===== config.mk =====
export PLATFORM = sky130hd
export DESIGN_NAME = gcr_global_ctl
export DESIGN_NICKNAME = d
export VERILOG_FILES = /design/src/gcr_pkg.sv /design/src/gcr_global_ctl.sv
export SDC_FILE = /design/constraint.sdc
export NUM_CORES = 1
export LEC_CHECK = 0
export BUFFER_PORTS_ARGS = -buffer_cell sky130_fd_sc_hd__buf_2
export CAP_MARGIN = 0
export CORE_MARGIN = 2
export CORE_UTILIZATION = 30
export DETAILED_ROUTE_END_ITERATION = 10
export GPL_ROUTABILITY_DRIVEN = 0
export HOLD_SLACK_MARGIN = 0.15
export SLEW_MARGIN = 10
export SYNTH_ARGS = -nofsm -noshare
export SYNTH_HDL_FRONTEND = slang
export SYNTH_SLANG_ARGS = --single-unit

===== constraint.sdc =====
create_clock -name mclk -period 4.9 [get_ports mclk]
set_input_delay 0 -clock mclk [delete_from_list [all_inputs] [get_ports mclk]]
set_output_delay 0 -clock mclk [all_outputs]
set_load 0.02 [all_outputs]

===== src/gcr_pkg.sv =====
// shared constants and types for the global switch control registers
package gcr_pkg;
  // register offsets on the management register port
  localparam logic [7:0] LED_CLOCK_SPI_CONTROL_OFS = 8'h0b;
  localparam logic [7:0] TAIL_TAG_FLOW_CTL_OFS     = 8'h0c;
  localparam logic [7:0] FACTORY_TEST_B_OFS        = 8'h0d;
  localparam logic [7:0] POWER_MODE_CONTROL_OFS    = 8'h0e;
  localparam logic [7:0] SLEEP_ENTRY_DELAY_OFS     = 8'h0f;

  // field positions
  localparam int LED_MODE_LSB    = 4;
  localparam int REFCLK_EN_BIT   = 1;
  localparam int SPI_EDGE_BIT    = 0;
  localparam int TAIL_TAG_BIT    = 1;
  localparam int PASS_FC_BIT     = 0;
  localparam int TT_FIXED_LSB    = 2;
  localparam int PLL_PD_BIT      = 5;
  localparam int PM_MODE_LSB     = 3;

  // reset and fixed values
  localparam logic [1:0] LED_MODE_RST    = 2'h0;
  localparam logic [3:0] TT_FIXED_VAL    = 4'h1;
  localparam logic [7:0] FACTORY_B_VAL   = 8'h00;
  localparam logic [7:0] SLEEP_DELAY_RST = 8'h50;
  localparam logic [7:0] UNMAPPED_VAL    = 8'h00;

  // timing: clock rate, sleep unit and activity blink half period
  localparam int unsigned CLK_MHZ          = 100;
  localparam int unsigned SLEEP_UNIT_MS    = 20;
  localparam int unsigned SLEEP_UNIT_CYC   = SLEEP_UNIT_MS * 1000 * CLK_MHZ;
  localparam int unsigned BLINK_MS         = 50;
  localparam int unsigned BLINK_CYC        = BLINK_MS * 1000 * CLK_MHZ;
  localparam int unsigned REFCLK_MHZ       = 25;
  localparam int unsigned REFCLK_DIV       = CLK_MHZ / REFCLK_MHZ;

  // second port led function
  typedef enum logic [1:0] {
    LED_SPEED  = 2'b00,
    LED_ACT    = 2'b01,
    LED_DUPLEX = 2'b10,
    LED_DUP2   = 2'b11
  } gcr_led_mode_t;

  // power management mode
  typedef enum logic [1:0] {
    PM_NORMAL = 2'b00,
    PM_ENERGY = 2'b01,
    PM_SOFTPD = 2'b10,
    PM_RSVD   = 2'b11
  } gcr_pm_mode_t;

  // sleep state of the energy detect logic
  typedef enum logic [0:0] {
    SLP_AWAKE  = 1'b0,
    SLP_ASLEEP = 1'b1
  } gcr_sleep_t;

  // per port status from the mac/phy
  typedef struct packed {
    logic link;
    logic activity;
    logic speed100;
    logic full_duplex;
  } gcr_port_stat_t;

  // register port request
  typedef struct packed {
    logic       wr;
    logic       rd;
    logic [7:0] addr;
    logic [7:0] wdata;
  } gcr_reg_req_t;
endpackage : gcr_pkg


===== src/gcr_global_ctl.sv =====
`timescale 1ns/10ps
`default_nettype none
// Function
// - bits 5-4 pick second led function
// - speed led on 100, off 10
// - duplex led on full, off half
// - bit 1 gates 25 MHz clock out
// - clock out enable resets from strap
// - bit 0 picks spi read sample edge
// - tail tag adds byte, port 4 only
// - pass bit forwards pause frames
// - pll down only in energy detect
// - bits 4-3 pick power state
// - sleep after delay times 20 ms quiet
// - sleep delay resets to 80
// - tail tag bits 5-2 read 0001
module gcr_global_ctl #(
  parameter int unsigned NUM_PORTS         = 4,
  parameter int unsigned SLEEP_UNIT_CYCLES = gcr_pkg::SLEEP_UNIT_CYC,
  parameter int unsigned BLINK_CYCLES      = gcr_pkg::BLINK_CYC
) (
  // clock and reset
  input  wire logic                                  mclk,
  input  wire logic                                  reset_n,
  // register port
  input  wire gcr_pkg::gcr_reg_req_t                 reg_req,
  output logic [7:0]                                 reg_rdata,
  // strap and port status
  input  wire logic                                  led_strap_pin,
  input  wire gcr_pkg::gcr_port_stat_t [NUM_PORTS-1:0] port_stat,
  input  wire logic                                  energy_seen,
  // leds, active low
  output logic [NUM_PORTS-1:0]                       second_port_led_n,
  // clock out
  output logic                                       ref_clock_out_pin,
  // configuration to the switch core
  output logic                                       spi_sample_rising,
  output logic                                       tail_tag_port4_en,
  output logic                                       pass_flow_ctl,
  // power management
  output gcr_pkg::gcr_pm_mode_t                      power_mode,
  output logic                                       low_power_state,
  output logic                                       pll_power_down
);
  // configuration registers
  logic [1:0] led_mode_reg, led_mode_next;   // second led function
  logic       refclk_en_reg, refclk_en_next; // clock out enable
  logic       spi_edge_reg, spi_edge_next;   // spi sample edge
  logic       tail_tag_reg, tail_tag_next;   // port 4 tail tag
  logic       pass_fc_reg, pass_fc_next;     // forward pause frames
  logic       pll_pd_reg, pll_pd_next;       // pll power-down enable
  logic [1:0] pm_mode_reg, pm_mode_next;     // power mode
  logic [7:0] delay_reg, delay_next;         // sleep entry delay
  logic [7:0] rdata_reg, rdata_next;         // read data

  // register write and read
  always_comb
  begin
    led_mode_next  = led_mode_reg;
    refclk_en_next = refclk_en_reg;
    spi_edge_next  = spi_edge_reg;
    tail_tag_next  = tail_tag_reg;
    pass_fc_next   = pass_fc_reg;
    pll_pd_next    = pll_pd_reg;
    pm_mode_next   = pm_mode_reg;
    delay_next     = delay_reg;
    rdata_next     = rdata_reg;
    if (reg_req.wr)
    begin
      // reserved bits are dropped on write
      case (reg_req.addr)
        gcr_pkg::LED_CLOCK_SPI_CONTROL_OFS:
        begin
          led_mode_next  = reg_req.wdata[gcr_pkg::LED_MODE_LSB +: 2];
          refclk_en_next = reg_req.wdata[gcr_pkg::REFCLK_EN_BIT];
          spi_edge_next  = reg_req.wdata[gcr_pkg::SPI_EDGE_BIT];
        end
        gcr_pkg::TAIL_TAG_FLOW_CTL_OFS:
        begin
          tail_tag_next = reg_req.wdata[gcr_pkg::TAIL_TAG_BIT];
          pass_fc_next  = reg_req.wdata[gcr_pkg::PASS_FC_BIT];
        end
        gcr_pkg::POWER_MODE_CONTROL_OFS:
        begin
          pll_pd_next  = reg_req.wdata[gcr_pkg::PLL_PD_BIT];
          pm_mode_next = reg_req.wdata[gcr_pkg::PM_MODE_LSB +: 2];
        end
        gcr_pkg::SLEEP_ENTRY_DELAY_OFS: delay_next = reg_req.wdata;
        default: ; // unmapped and read-only offsets ignore writes
      endcase
    end
    if (reg_req.rd)
    begin
      case (reg_req.addr)
        gcr_pkg::LED_CLOCK_SPI_CONTROL_OFS:
          rdata_next = {2'h0, led_mode_reg, 2'h0, refclk_en_reg, spi_edge_reg};
        gcr_pkg::TAIL_TAG_FLOW_CTL_OFS:
          rdata_next = {2'h0, gcr_pkg::TT_FIXED_VAL, tail_tag_reg, pass_fc_reg};
        gcr_pkg::FACTORY_TEST_B_OFS:  rdata_next = gcr_pkg::FACTORY_B_VAL;
        gcr_pkg::POWER_MODE_CONTROL_OFS:
          rdata_next = {2'h0, pll_pd_reg, pm_mode_reg, 3'h0};
        gcr_pkg::SLEEP_ENTRY_DELAY_OFS: rdata_next = delay_reg;
        default: rdata_next = gcr_pkg::UNMAPPED_VAL;
      endcase
    end
  end

  // register bank flops; strap is sampled while reset is held
  always_ff @(posedge mclk)
  begin
    if (!reset_n)
    begin
      led_mode_reg  <= gcr_pkg::LED_MODE_RST;
      refclk_en_reg <= led_strap_pin;         // sync reset, so a clocked strap capture
      spi_edge_reg  <= 1'b0;
      tail_tag_reg  <= 1'b0;
      pass_fc_reg   <= 1'b0;
      pll_pd_reg    <= 1'b0;
      pm_mode_reg   <= gcr_pkg::PM_NORMAL;
      delay_reg     <= gcr_pkg::SLEEP_DELAY_RST;
      rdata_reg     <= gcr_pkg::UNMAPPED_VAL;
    end
    else
    begin
      led_mode_reg  <= led_mode_next;
      refclk_en_reg <= refclk_en_next;
      spi_edge_reg  <= spi_edge_next;
      tail_tag_reg  <= tail_tag_next;
      pass_fc_reg   <= pass_fc_next;
      pll_pd_reg    <= pll_pd_next;
      pm_mode_reg   <= pm_mode_next;
      delay_reg     <= delay_next;
      rdata_reg     <= rdata_next;
    end
  end

  // blink phase and led drive
  logic [31:0]          blink_cnt_reg, blink_cnt_next; // blink half period counter
  logic                 blink_reg, blink_next;         // blink phase
  logic [NUM_PORTS-1:0] led_n_reg, led_n_next;         // led pins, low = lit
  logic [1:0]           div_reg, div_next;             // 25 MHz divider
  logic                 refclk_reg, refclk_next;       // clock out flop
  always_comb
  begin
    blink_cnt_next = blink_cnt_reg + 32'h1;
    blink_next     = blink_reg;
    if (blink_cnt_reg >= 32'(BLINK_CYCLES - 1))
    begin
      blink_cnt_next = 32'h0;
      blink_next     = ~blink_reg;
    end
    for (int i = 0; i < NUM_PORTS; i++)
    begin
      case (gcr_pkg::gcr_led_mode_t'(led_mode_reg))
        gcr_pkg::LED_SPEED:  led_n_next[i] = ~(port_stat[i].link & port_stat[i].speed100);
        gcr_pkg::LED_ACT:    led_n_next[i] = ~(port_stat[i].link & ~(port_stat[i].activity & blink_reg));
        default:             led_n_next[i] = ~(port_stat[i].link & port_stat[i].full_duplex);
      endcase
    end
    // divider stops at zero so the pin idles low when disabled
    div_next    = refclk_en_reg ? div_reg + 2'h1 : 2'h0;
    refclk_next = refclk_en_reg & div_reg[1];
  end
  always_ff @(posedge mclk)
  begin
    if (!reset_n)
    begin
      blink_cnt_reg <= 32'h0;
      blink_reg     <= 1'b0;
      led_n_reg     <= '1;
      div_reg       <= 2'h0;
      refclk_reg    <= 1'b0;
    end
    else
    begin
      blink_cnt_reg <= blink_cnt_next;
      blink_reg     <= blink_next;
      led_n_reg     <= led_n_next;
      div_reg       <= div_next;
      refclk_reg    <= refclk_next;
    end
  end

  // energy detect sleep timer
  gcr_pkg::gcr_sleep_t sleep_reg, sleep_next; // sleep state
  logic [31:0]         unit_cnt_reg, unit_cnt_next; // cycles inside a 20 ms unit
  logic [7:0]          units_reg, units_next;       // quiet units seen, saturating
  logic                pll_off_reg, pll_off_next;   // pll shut down
  logic                ed_quiet;                    // energy mode with no energy
  always_comb
  begin
    ed_quiet      = (pm_mode_reg == gcr_pkg::PM_ENERGY) && !energy_seen;
    unit_cnt_next = 32'h0;
    units_next    = 8'h0;
    sleep_next    = gcr_pkg::SLP_AWAKE;
    if (ed_quiet)
    begin
      // any energy restarts the wait, so quiet must be continuous
      unit_cnt_next = unit_cnt_reg + 32'h1;
      units_next    = units_reg;
      if (unit_cnt_reg >= 32'(SLEEP_UNIT_CYCLES - 1))
      begin
        unit_cnt_next = 32'h0;
        if (units_reg != 8'hff)
          units_next = units_reg + 8'h1;
      end
      if (units_reg >= delay_reg)
        sleep_next = gcr_pkg::SLP_ASLEEP;
    end
    pll_off_next = pll_pd_reg && (sleep_next == gcr_pkg::SLP_ASLEEP);
  end
  always_ff @(posedge mclk)
  begin
    if (!reset_n)
    begin
      sleep_reg    <= gcr_pkg::SLP_AWAKE;
      unit_cnt_reg <= 32'h0;
      units_reg    <= 8'h0;
      pll_off_reg  <= 1'b0;
    end
    else
    begin
      sleep_reg    <= sleep_next;
      unit_cnt_reg <= unit_cnt_next;
      units_reg    <= units_next;
      pll_off_reg  <= pll_off_next;
    end
  end

  // outputs
  assign reg_rdata         = rdata_reg;
  assign second_port_led_n = led_n_reg;
  assign ref_clock_out_pin = refclk_reg;
  assign spi_sample_rising = spi_edge_reg;
  assign tail_tag_port4_en = tail_tag_reg;
  assign pass_flow_ctl     = pass_fc_reg;
  assign power_mode        = gcr_pkg::gcr_pm_mode_t'(pm_mode_reg);
  assign low_power_state   = (sleep_reg == gcr_pkg::SLP_ASLEEP);
  assign pll_power_down    = pll_off_reg;
endmodule : gcr_global_ctl
`default_nettype wire


==> results.py <==
metrics = {
    "global_routing": {
        "grtUsageTotal_pct": 12.3,
        "antenna_found_initial": 0,
        "grt_pass1_vias": 3620,
        "grt_max_degree": 34,
        "gr-total-overflow": 0,
        "grt_pass1_wl_mm": 16.3,
    },
    "clock_network": {
        "cts_resized": 0,
        "clkTransAtPathRegs_ns": 0.07,
        "cts_setup_buffers": 0,
        "numCtsBuffers": 9,
        "clock-sinks": 107,
        "insertion_delay_ns": 0.35,
        "root_buffer": "clkbuf_16",
        "cts_hold_buf": 31,
        "cts_buffer_depth": 2,
        "htreeDepth": 3,
        "cts_tree": "built",
    },
    "setup_path": {
        "crit_arrival_ns": 2.65,
        "startpoint": "reg_req[9]",
        "worst_setup_path_end_kind": "register",
        "ff2ff_path_depth": 7,
        "critPathRequiredTime_ns": 5.19,
        "r2r_end": "blink_cnt_reg[2]",
        "start_kind": "input pin",
        "crit_end": "delay_reg[6]",
        "path_class": "in2reg",
        "cp_max_fo": 13,
        "worstReg2RegStart": "blink_cnt_reg[0]",
        "r2r_slack_ns": 2.68,
    },
    "drt": {
        "wl_per_cell_microns": 12.2,
        "first_pass_iters": 4,
        "drtAntennaViolNets": 0,
        "totalWireLength_mm": 9.66,
        "viasPerCell": 4.69,
        "drc": 0,
        "vias": 3723,
        "drtIter0Drc": 172,
    },
    "pwr": {
        "p_leak_uw": 0.00209,
        "p_per_area_nw_per_um2": 292,
        "total_power_uw": 1690,
        "irDropWorstVdd_mv": 0.176,
    },
    "timing": {
        "fmax_mhz": 424,
        "hold_violations": 0,
        "worst_pin_slew_ns": 0.748,
        "fin_crit_sh_pct": 48.2,
        "period_minus_slack_ns": 2.36,
        "setup_viol_count_final": 0,
        "finalMaxSlewViolations": 0,
        "tns_ns": 0,
        "finClkSkew_ns": 0.00779,
        "rsz0062_at_grt": "false",
        "slew_headroom_pct": 50.0,
    },
    "die": {
        "start_util_pct": 30.7,
        "dieArea_sq_um": 16500,
        "rows": 45,
        "die_x_microns": 129,
        "die-height_microns": 129,
        "fp.coreArea_sq_um": 15200,
        "pin_count": 58,
    },
    "logic_synthesis": {
        "ys.warnings.count": 0,
        "synth_seq_area_share_pct": 46.2,
        "synthCells": 498,
        "synth_flop_cell": "dfxtp_1",
        "ys_ff_latch": 107,
        "ys_async_sr_fraction_pct": 0,
        "syn_area_sq_um": 4660,
        "ys_types": 56,
        "syn_avg_cell_area_sq_um": 9.36,
        "synth_edf_count": 1,
    },
    "cells_and_area": {
        "finalInstanceArea_sq_um": 5780,
        "final_nets": 650,
        "layout-area-overhead-vs-synth_pct": 24.0,
        "antenna_cells": 0,
        "layout-drive-gt1-share_pct": 18.2,
    },
    "placed_design": {
        "place_hpwl_mm": 6.79,
        "dpl-instance-area_sq_um": 5160,
        "io_buffers": 57,
    },
    "run_status": {
        "status": "finished clean",
    },
    "flow_run": {
        "cap_violations": 0,
    },
    "min_path": {
        "hp-class": "in2reg",
    },
}
==> final cells by class <==
cell class / count / area (sq um)
clock inverter: 7 / 81.3
inverter: 12 / 45.0
clock buffer: 9 / 225
fill: 1518 / 9430
tap: 188 / 235
timing repair buffer: 88 / 596
sequential: 107 / 2150
multi-input combinational: 383 / 2440
==> routing by layer <==
metal  track usage, %  wire [microns]
met3             3.62             404
met2             21.2            4620
met1             14.5            4450
met5                0               0
met4             4.54             184
==> metrics by stage <==
step | hold WS, ns | setup slack, ns | utilization (%) | cells
after floorplan | 0.0718 | 3.06 | - | 517
final | 0.171 | 2.54 | 38.0 | 794
after global routing | 0.201 | 2.32 | 38.0 | 794
after CTS | 0.153 | 2.60 | 38.0 | 794
after detailed placement | 0.183 | 2.64 | 33.9 | 747
after global placement | 0.180 | 2.74 | 33.9 | 747
==> worst min path at each step <==
stage / from / cells after the start / endpoint / slack (ns)
finish: energy_seen / 3 / units_reg[4] / 0.17
detailed placement: port_stat[15] / 2 / second_port_led_n[3] / 0.18
global route: energy_seen / 3 / units_reg[4] / 0.20
CTS: energy_seen / 3 / units_reg[4] / 0.15
floorplan: port_stat[3] / 1 / second_port_led_n[0] / 0.07
global placement: port_stat[11] / 2 / second_port_led_n[2] / 0.18
==> logic make-up after synthesis <==
logic type	share of synthesized area (%)
DFF	46.2
other	0.0805
xor gates and xnor gates	8.46
and+or+nand+nor	28.1
buffers and inverters	2.95
adders and majority gates	2.95
AOI/OAI and AO/OA	9.48
muxes	1.75
==> power breakdown <==
group	switching [uW]	internal (uW)	total (uW)
logic	26.0	30.0	56.0
registers	5.31	883	889
clock network	337	404	741
total	368	1320	1690
==> synth_stat cells, types with 2 or more instances <==
library cell / n / share of area, %
and2_1: 3 / 0.40
o21ai_0: 17 / 1.8
a31o_1: 2 / 0.38
and3_1: 13 / 1.7
mux2i_1: 7 / 1.5
ha_1: 11 / 3.0
clkbuf_1: 10 / 0.81
and4_1: 2 / 0.38
a21oi_2: 2 / 0.38
xor2_1: 26 / 4.9
nor2b_1: 6 / 0.81
a21boi_0: 13 / 2.1
inv_1: 12 / 0.97
dfxtp_1: 106 / 46
nor3_2: 2 / 0.43
buf_2: 3 / 0.32
nand2_1: 54 / 4.4
a21oi_1: 13 / 1.4
nor2_4: 19 / 4.6
nor4_2: 2 / 0.54
nand4_1: 8 / 1.1
buf_12: 2 / 0.86
nand3_1: 52 / 5.6
a211oi_1: 3 / 0.48
xnor2_1: 19 / 3.6
nand2b_1: 3 / 0.40
nor2_1: 49 / 3.9
nor3_1: 5 / 0.54
nor4_1: 5 / 0.67
nor2_2: 2 / 0.27
a21o_1: 2 / 0.32
==> layout by cell type (no fill, tap or decap), types with 11 or more instances in the layout <==
cell and instances:
a21oi_1 13, nand3_1 52, dfxtp_1 106, nor2_1 49
conb_1 20, ha_1 11, xor2_1 26, and3_1 13
dlygate4sd3_1 31, a21boi_0 13, nor2_4 19, buf_2 57
nand2_1 54, inv_1 12, xnor2_1 19, o21ai_0 17
==> worst max-delay path: stages <==
cell	delay (ns)
dlygate4sd3_1	0.52
buf_2	0.12
and2_1	0.18
and3_1	0.47
nand3_1	0.13
dlygate4sd3_1	0.58
nand3_1	0.09
dlygate4sd3_1	0.56
Note: power is estimated with default switching activity, not from simulation.
